File: src/shared/loop_pkg.sv
// constants and types for the nested loop counter
package loop_pkg;
   localparam int LEVELS = 2;
   localparam int CNT_W = 8;
   localparam int FIFO_DEPTH = 4;
   localparam int WORD_W = LEVELS * CNT_W + 2 * LEVELS;
   localparam logic [CNT_W-1:0] CNT_ZERO = 8'h00;
   localparam logic [CNT_W-1:0] CNT_ONE = 8'h01;
   typedef enum logic [0:0] {ST_IDLE, ST_RUN} loop_state_type;
endpackage

File: src/shared/stream_if.sv
// valid/ready word stream between loop core and its output fifo
`timescale 1ns/1ps
interface stream_if #(parameter int W = 8);
   logic valid;
   logic ready;
   logic [W-1:0] data;
   modport src (output valid, output data, input ready);
   modport snk (input valid, input data, output ready);
endinterface

File: src/word_fifo.sv
// small synchronous fifo with valid/ready on both sides
`timescale 1ns/1ps
module word_fifo #(parameter int W = 8, parameter int DEPTH = 4)
(
   input wire logic mclk, // clock
   input wire logic reset_n, // synchronous reset, active low
   stream_if.snk wr, // filling side
   output logic out_valid, // head word present
   input wire logic out_ready, // drain side accepts
   output logic [W-1:0] out_data // head word, registered
);
   localparam int AW = $clog2(DEPTH);
   logic [W-1:0] mem_ff [DEPTH];
   logic [AW-1:0] wptr_ff;
   logic [AW-1:0] rptr_ff;
   logic [AW:0] used_ff;
   logic [W-1:0] head_ff;
   logic head_vld_ff;
   wire push = wr.valid && wr.ready;
   wire pop_mem = (used_ff != '0) && (!head_vld_ff || out_ready);
   assign wr.ready = (used_ff != (AW+1)'(DEPTH));
   assign out_valid = head_vld_ff;
   assign out_data = head_ff;
   always_ff @(posedge mclk)
   begin
      if (push)
         mem_ff[wptr_ff] <= wr.data;
   end
   always_ff @(posedge mclk)
   begin
      if (!reset_n)
      begin
         wptr_ff <= '0;
         rptr_ff <= '0;
         used_ff <= '0;
         head_vld_ff <= 1'b0;
         head_ff <= '0;
      end
      else
      begin
         if (push)
            wptr_ff <= wptr_ff + 1'b1;
         if (pop_mem)
         begin
            rptr_ff <= rptr_ff + 1'b1;
            head_ff <= mem_ff[rptr_ff];
         end
         used_ff <= used_ff + (AW+1)'(push) - (AW+1)'(pop_mem);
         if (pop_mem)
            head_vld_ff <= 1'b1;
         else if (out_ready)
            head_vld_ff <= 1'b0;
      end
   end
endmodule // word_fifo

File: src/nested_loop_counter.sv
// nested loop counter with fifo-buffered result stream
`timescale 1ns/1ps
module nested_loop_counter
   import loop_pkg::*;
(
   input wire logic mclk, // 125 MHz clock
   input wire logic reset_n, // synchronous reset, active low
   input wire logic go, // start strobe
   input wire logic [LEVELS*CNT_W-1:0] limits, // limit vector, element 0 at low bits
   input wire logic run_allow, // enable / forward flow control
   output logic result_ok, // count output valid
   output logic [LEVELS*CNT_W-1:0] count, // counter vector
   output logic [LEVELS-1:0] first_mark, // counter at zero
   output logic [LEVELS-1:0] last_mark, // counter at limit minus one
   output logic busy, // sequence in progress
   input wire logic out_ready // downstream takes result
);
   loop_state_type state_ff, nxt_state;
   logic [CNT_W-1:0] lim_ff [LEVELS];
   logic [CNT_W-1:0] cnt_ff [LEVELS];
   logic [CNT_W-1:0] nxt_cnt [LEVELS];
   logic [LEVELS-1:0] at_last;
   logic [LEVELS-1:0] at_first;
   logic [LEVELS*CNT_W-1:0] cnt_vec;
   stream_if #(.W(WORD_W)) st ();
   logic [WORD_W-1:0] out_word;

   function automatic logic [CNT_W-1:0] elem(input logic [LEVELS*CNT_W-1:0] v, input int i);
      elem = v[i*CNT_W +: CNT_W];
   endfunction

   ////////////////////////////////////////////////////////////////////////
   // mark decode
   always_comb
   begin
      for (int i = 0; i < LEVELS; i++)
      begin
         at_first[i] = (cnt_ff[i] == CNT_ZERO);
         at_last[i] = (cnt_ff[i] == lim_ff[i] - CNT_ONE);
         cnt_vec[i*CNT_W +: CNT_W] = cnt_ff[i];
      end
   end

   // a step happens only when enabled, running and the fifo has room
   wire step = (state_ff == ST_RUN) && run_allow && st.ready;
   wire final_iter = &at_last;

   always_comb
   begin
      logic carry;
      carry = 1'b1;
      for (int i = LEVELS - 1; i >= 0; i--)
      begin
         nxt_cnt[i] = cnt_ff[i];
         if (carry)
            nxt_cnt[i] = at_last[i] ? CNT_ZERO : cnt_ff[i] + CNT_ONE;
         carry = carry && at_last[i];
      end
   end

   always_comb
   begin
      nxt_state = state_ff;
      case (state_ff)
         ST_IDLE: if (go) nxt_state = ST_RUN;
         ST_RUN: if (step && final_iter && !go) nxt_state = ST_IDLE;
         default: nxt_state = ST_IDLE;
      endcase
   end

   ////////////////////////////////////////////////////////////////////////
   always_ff @(posedge mclk)
   begin
      if (!reset_n)
         state_ff <= ST_IDLE;
      else
         state_ff <= nxt_state;
   end

   always_ff @(posedge mclk)
   begin
      for (int i = 0; i < LEVELS; i++)
      begin
         if (!reset_n)
         begin
            lim_ff[i] <= CNT_ZERO;
            cnt_ff[i] <= CNT_ZERO;
         end
         else if (go)
         begin
            lim_ff[i] <= elem(limits, i);
            cnt_ff[i] <= CNT_ZERO;
         end
         else if (step)
            cnt_ff[i] <= nxt_cnt[i];
      end
   end

   ////////////////////////////////////////////////////////////////////////
   // present vector
   assign st.valid = step;
   assign st.data = {at_last, at_first, cnt_vec};

   // fifo decouples the count stream from a downstream that may stall
   word_fifo #(.W(WORD_W), .DEPTH(FIFO_DEPTH)) u_fifo (
      .mclk(mclk),
      .reset_n(reset_n),
      .wr(st),
      .out_valid(result_ok),
      .out_ready(out_ready),
      .out_data(out_word)
   );

   assign count = out_word[LEVELS*CNT_W-1:0];
   assign first_mark = out_word[LEVELS*CNT_W +: LEVELS];
   assign last_mark = out_word[LEVELS*CNT_W+LEVELS +: LEVELS];
   assign busy = (state_ff == ST_RUN);
endmodule // nested_loop_counter

File: config.mk
export PLATFORM = sky130hd
export DESIGN_NAME = nested_loop_counter
export DESIGN_NICKNAME = d
export VERILOG_FILES = /design/src/shared/loop_pkg.sv /design/src/shared/stream_if.sv /design/src/word_fifo.sv /design/src/nested_loop_counter.sv
export SDC_FILE = /design/constraint.sdc
export NUM_CORES = 1
export LEC_CHECK = 0
export BUFFER_PORTS_ARGS = -buffer_cell sky130_fd_sc_hd__buf_2
export CAP_MARGIN = 20
export CORE_ASPECT_RATIO = 0.7
export CORE_MARGIN = 2
export CORE_UTILIZATION = 45
export DETAILED_ROUTE_END_ITERATION = 16
export GPL_ROUTABILITY_DRIVEN = 0
export PLACE_DENSITY_LB_ADDON = 0.25
export SYNTH_ARGS = -nofsm -noshare
export SYNTH_HDL_FRONTEND = slang
export SYNTH_SLANG_ARGS = --single-unit
File: constraint.sdc
create_clock -name mclk -period 3.7 [get_ports mclk]
set_input_delay 0.925 -clock mclk [delete_from_list [all_inputs] [get_ports mclk]]
set_output_delay 0.925 -clock mclk [all_outputs]
set_load 0.02 [all_outputs]
==> results of run 1 <==
metal layers:
metal	wire length, um	track usage (%)	vias to the layer above
met1	5551	24.32	1720
met4	85	5.941	0
met5	0	0	-
met3	603	4.634	9
li1	-	-	1711
met2	4968	25.51	85
metrics by stage:
step / power, mW / cell area (sq um) / util [%]
after floorplan: 2.735 / 6088 / -
after CTS: 4.689 / 7082 / 53.73
after global placement: 3.011 / 6514 / 49.42
after detailed placement: 3.040 / 6514 / 49.42
final: 4.654 / 7109 / 53.93
after global routing: 4.903 / 7109 / 53.93
power breakdown:
group          total [mW]  internal, mW  switching (mW)  leakage, nW
combinational       0.984         0.449           0.535         1.01
clock                1.64         0.989           0.654        0.278
sequential           2.03          1.88           0.148         1.34
worst min-delay path, cell delays in order, from the launching register on:
cell,delay (ps)
dfxtp_1,300
nand2_1,40
a21boi_0,60
sequential cells by signal (all words and copies together), names as in the netlist:
signal            cells
u_fifo.used_ff        3
cnt_ff               16
u_fifo.out_data      20
u_fifo.wptr_ff        2
u_fifo.out_valid      1
lim_ff               16
u_fifo.mem_ff        80
u_fifo.rptr_ff        2
busy                  1
area by class of cell:
class	instances	area share (%)
sequential	141	55.47
multi-input combinational	260	27.98
clock buffer	17	5.984
timing repair buffer	52	4.294
tap	185	3.256
clock inverter	14	2.006
inverter	19	1.003
cells by family (layout without fill, tap and decap cells):
logic type / count (synthesis) / in the layout / share of synthesized area (%)
and+or+nand+nor: 148 / 148 / 12.25
DFF: 141 / 141 / 64.78
AOI/OAI and AO/OA: 45 / 45 / 5.343
buffers and inverters: 38 / 102 / 2.548
xor gates and xnor gates: 34 / 34 / 4.891
muxes: 20 / 20 / 7.398
adders and majority gates: 13 / 13 / 2.795
worst paths after layout:
check / from / end / slack (ps) / cells past startpoint
worst max-delay path: lim_ff[1][0] / cnt_ff[0][4] / 1030 / 8
worst max register to register: lim_ff[1][0] / cnt_ff[0][4] / 1030 / 8
worst min-delay path: u_fifo.out_data[4] / u_fifo.out_data[4] / 460 / 2
worst min register to register: u_fifo.out_data[4] / u_fifo.out_data[4] / 460 / 2
cells in the mapped netlist (2+ instances only):
cell type	n	area share, %
dfxtp_1	29	9.5
nand2b_1	6	0.62
buf_2	3	0.25
a31oi_1	3	0.31
xnor2_1	22	3.2
clkbuf_1	14	0.86
nor3_1	8	0.66
a21oi_1	4	0.33
or3_1	2	0.21
nor2_1	23	1.4
nor2b_1	4	0.41
o21bai_1	2	0.25
o21ai_0	4	0.33
or4b_2	2	0.33
and3_1	21	2.2
nand2_1	53	3.3
and2_1	9	0.92
xor2_1	12	1.7
a21boi_0	22	2.7
ha_1	12	2.5
nor4_1	3	0.31
mux4_2	20	7.4
edfxtp_1	112	55
nand3_1	10	0.82
inv_1	18	1.1
==> results.sh, run 1 <==
export IMPL_run_status="finished clean"
export IMPL_number_of_synthesis_warnings=0
export IMPL_critical_path_cell_chain="inv_1 > ha_1 > nor2b_1 > or3_1 > a31o_1 > a211oi_2 > nand2_1 > nand2_1"
export IMPL_area_of_the_core_sq_um=13180
export IMPL_clock_fmax_mhz=374.5
export IMPL_dp_hpwl_mm=7.232
export IMPL_unrepaired_setup_endpoints_after_global_routing="no"
export IMPL_fp_dieW_um=143.0
export IMPL_hold_viol=0
export IMPL_period_needed_ps=2670
export IMPL_synth_lib_cells_used_distinct=46
export IMPL_setup_viol=0
export IMPL_setup_slack_ps=1030
export IMPL_first_iter_violations=209
export IMPL_post_cts_hold_buffer_count=0
export IMPL_multi_input_area_sq_um=1989
export IMPL_detailed_router_iteration_count_before_antenna_repair=4
export IMPL_mappedNetlistArea_sq_um=6088
export IMPL_floorplan_rows=35
export IMPL_clock_latency_ps=410
export IMPL_synth_async_reset_ratio_pct=0
export IMPL_worstPathBufferInverterCount=1
export IMPL_post_cts_setup_buffers=0
export IMPL_detail_route_vias_per_cell=5.124
export IMPL_grt_max_degree=46
export IMPL_regArea_sq_um=3944
export IMPL_clk_pin_slew_ps=60
export IMPL_timing_hold_ws_ps=456.2
export IMPL_antenna_found_initial=0
export IMPL_ctsLongestPathBuffers=2
export IMPL_grt_usage_pct=17.06
export IMPL_final_cycle_utilization_of_the_critical_path_pct=72.16
export IMPL_post_place_ws_ps=1007
export IMPL_antenna_violating_nets_remaining=0
export IMPL_max_slew_worst_pin_slew_ps=808.3
export IMPL_most_common_layout_cells="112 x edfxtp_1, 53 x nand2_1, 42 x buf_2"
export IMPL_critical_path_slowest_cell="edfxtp_1"
export IMPL_drt_wirelength_per_cell_um=16.29
export IMPL_worst_path_largest_cell_delay_ps=440
export IMPL_slew_headroom_pct=45.62
export IMPL_synth_edf_count=112
export IMPL_grt_pass1_vias=3558
export IMPL_cts_buffers=17
export IMPL_synth_sequential_area_ratio_pct=64.78
export IMPL_timing_setup_critical_path_class="flop to flop"
export IMPL_design_die_area_sq_um=14490
export IMPL_routed_wirelength_mm=11.21
export IMPL_final_nets=525
export IMPL_cts_htree_levels=4
export IMPL_die_ht_um=101.3
export IMPL_drc=0
export IMPL_post_place_cells=656
export IMPL_timing_clock_skew_ps=8.045
export IMPL_portBuffers=42
export IMPL_floorplan_initialDensity_pct=46.19
export IMPL_cp_capture_type="flop"
export IMPL_synth_ff_type="edfxtp_1"
export IMPL_critical_path_top_cell_by_count="nand2_1"
export IMPL_biggest_fanout_along_the_worst_timing_path=8
export IMPL_synth_to_layout_area_growth_pct=16.77
export IMPL_post_cts_resize_count=0
export IMPL_clkSinkCount=141
export IMPL_cellLeakagePower_nw=2.626
export IMPL_fin_setup_tns_ps=0
export IMPL_cts_tree="done"
export IMPL_ios=43
export IMPL_grt_pass1_wl_mm=18.44
export IMPL_synth_fp_nets=473
export IMPL_grt_overflow_total=0
export IMPL_final_antenna_diode_count=0
export IMPL_fillerInstances=1076
export IMPL_power_density_nw_per_um2=654.6
export IMPL_final_common_cell="edfxtp_1"
export IMPL_cp_top_family="simple AND/OR/NAND/NOR gates"
export IMPL_critPathRequiredTime_ps=3790
export IMPL_vdd_ir_drop_max_v=0.0002785
export IMPL_ys_ff_latch=141
export IMPL_worst_endpoint_arrival_ps=2760
export IMPL_slew_viol_final=0
export IMPL_drive_above_1_share_pct=21.27
export IMPL_cp_start_kind="flop"
export IMPL_clockRootBuffer="clkbuf_16"
export IMPL_hp_class="flop to flop"
export IMPL_synth_cells=439
export IMPL_via_count=3525
export IMPL_finalNonFillerCells=688
export IMPL_syn_mean_instance_area_sq_um=13.87
export IMPL_max_cap_violations=0
Note: power is estimated with default switching activity, not from simulation.
==> run 2, diff against run 1 <==
clock period = 2.74 ns   (was 3.7 ns; I/O delays follow)
==> results.sh, run 2 (same netlist as run 1, synthesis figures left out) <==
export IMPL_run_status="finished clean"
export IMPL_ios=43
export IMPL_ctsLongestPathBuffers=2
export IMPL_critPathRequiredTime_ps=2830
export IMPL_fp_dieW_um=143.0
export IMPL_antenna_violating_nets_remaining=0
export IMPL_finalInstanceArea_sq_um=7134
export IMPL_hp_class="flop to flop"
export IMPL_grt_pass1_wl_mm=17.93
export IMPL_clock_fmax_mhz=395.5
export IMPL_hold_viol=0
export IMPL_drc=0
export IMPL_post_cts_resize_count=0
export IMPL_biggest_fanout_along_the_worst_timing_path=8
export IMPL_slew_headroom_pct=30.60
export IMPL_clk_pin_slew_ps=60
export IMPL_grt_max_degree=46
export IMPL_drive_above_1_share_pct=21.70
export IMPL_fin_setup_tns_ps=0
export IMPL_final_common_cell="edfxtp_1"
export IMPL_final_antenna_diode_count=0
export IMPL_unrepaired_setup_endpoints_after_global_routing="no"
export IMPL_setup_viol=0
export IMPL_detail_route_vias_per_cell=5.016
export IMPL_comb_power_share_pct=21.5
export IMPL_post_cts_hold_buffer_count=0
export IMPL_grt_pass1_vias=3470
export IMPL_max_slew_worst_pin_slew_ps=1041
export IMPL_period_needed_ps=2529
export IMPL_p_sw_mw=1.826
export IMPL_design_die_area_sq_um=14490
export IMPL_critical_path_top_cell_by_count="nand2_1"
export IMPL_detailed_router_iteration_count_before_antenna_repair=4
export IMPL_max_cap_violations=0
export IMPL_clock_latency_ps=420
export IMPL_area_of_the_core_sq_um=13180
export IMPL_grt_usage_pct=16.79
export IMPL_vdd_ir_drop_max_v=0.0005752
export IMPL_final_nets=528
export IMPL_first_iter_violations=174
export IMPL_floorplan_rows=35
export IMPL_grt_overflow_total=0
export IMPL_cts_htree_levels=4
export IMPL_cellLeakagePower_nw=2.635
export IMPL_worst_endpoint_arrival_ps=2620
export IMPL_dp_hpwl_mm=7.100
export IMPL_largest_register_ffs=80
export IMPL_clockRootBuffer="clkbuf_16"
export IMPL_largest_register="u_fifo.mem_ff"
export IMPL_internal_power_mw=4.442
export IMPL_die_ht_um=101.3
export IMPL_clkSinkCount=141
export IMPL_cp_start_kind="flop"
export IMPL_floorplan_initialDensity_pct=46.19
export IMPL_via_count=3471
export IMPL_worst_path_largest_cell_delay_ps=450
export IMPL_power_density_nw_per_um2=878.5
export IMPL_most_common_layout_cells="112 x edfxtp_1, 53 x nand2_1, 42 x buf_2"
export IMPL_drt_wirelength_per_cell_um=16.01
export IMPL_slew_viol_final=0
export IMPL_critical_path_cell_chain="inv_1 > ha_1 > nor2b_1 > or3_1 > a31o_1 > a211oi_2 > nand2_1 > nand2_1"
export IMPL_antenna_found_initial=0
export IMPL_cp_capture_type="flop"
export IMPL_timing_clock_skew_ps=14.90
export IMPL_critical_path_slowest_cell="edfxtp_1"
export IMPL_timing_setup_critical_path_class="flop to flop"
export IMPL_fillerInstances=1099
export IMPL_cts_tree="done"
export IMPL_portBuffers=42
export IMPL_post_cts_setup_buffers=0
export IMPL_routed_wirelength_mm=11.08
export IMPL_synth_to_layout_area_growth_pct=17.18
export IMPL_switching_share_pct=29.13
export IMPL_seq_power_share_pct=42.8
export IMPL_clockPowerShare_pct=35.7
export IMPL_post_dp_cell_area_sq_um=6536
export IMPL_final_cycle_utilization_of_the_critical_path_pct=92.29
export IMPL_cts_buffers=17
[run 2: cell types whose count changed in the layout (fill, tap and decap cells not counted)]
cell        previous run  this run
clkinvlp_4             2         3
inv_6                  4         5
bufinv_16              2         1
buf_4                  9        12
clkinv_2               4         0
inv_8                  0         1
clkbuf_1               0         2
clkinv_4               1         2
buf_8                  0         1
clkinv_1               2         1
clkbuf_16             17        18
buf_16                 1         0
[run 2: per-stage QoR]
| step | total power [mW] | hold WS (ps) | utilization, % | worst slack (ps) | instances |
|---|---|---|---|---|---|
| finish | 6.268 | 458.0 | 54.12 | 211.4 | 692 |
| floorplan | 3.693 | 476.4 | - | 99.84 | 439 |
| global route | 6.594 | 482.2 | 54.12 | 28.73 | 692 |
| CTS | 6.329 | 463.0 | 54.01 | 192.5 | 691 |
| detailed placement | 4.089 | 454.2 | 49.59 | 224.5 | 659 |
| global placement | 4.053 | 448.0 | 49.59 | 304.3 | 659 |
[run 2: worst paths after layout]
path | startpoint | endpoint | slack [ps] | cells after the start
worst min register to register | u_fifo.out_data[10] | u_fifo.out_data[10] | 460 | 2
worst max-delay path | lim_ff[1][0] | cnt_ff[0][0] | 210 | 8
worst max register to register | lim_ff[1][0] | cnt_ff[0][0] | 210 | 8
worst min-delay path | u_fifo.out_data[10] | u_fifo.out_data[10] | 460 | 2
[run 2: layout make-up]
type / instances / area (sq um) / area share, %
clock buffer: 20 / 457.9 / 6.419
clock inverter: 12 / 125.1 / 1.754
inverter: 19 / 71.32 / 0.9996
multi-input combinational: 260 / 1989 / 27.88
sequential: 141 / 3944 / 55.28
tap: 185 / 231.5 / 3.244
timing repair buffer: 55 / 315.3 / 4.419
[run 2: power groups by stage]
stage	sequential (mW)	combinational [mW]	clock (mW)
2_1_floorplan	2.85	0.846	0
4_1_cts	2.68	1.37	2.28
3_5_place_dp	2.73	1.36	0
5_1_grt	2.71	1.50	2.39
6_report	2.68	1.35	2.24
3_3_place_gp	2.72	1.34	0
[run 2: worst max-delay path, delay by kind of cell (launching register included)]
family / cells / cell delay, ps
buffers and inverters: 1 / 70
flip-flops: 1 / 450
adder cells (fa/ha/maj): 1 / 290
AND/OR/NAND/NOR: 4 / 880
AO/OA/AOI/OAI: 2 / 520
[run 2: layer usage]
layer | vias up | wire length (um) | global-route usage (%)
li1 | 1714 | - | -
met1 | 1678 | 5537 | 22.92
met2 | 67 | 4970 | 26.02
met3 | 12 | 443 | 5.012
met4 | 0 | 125 | 5.712
met5 | - | 0 | 0
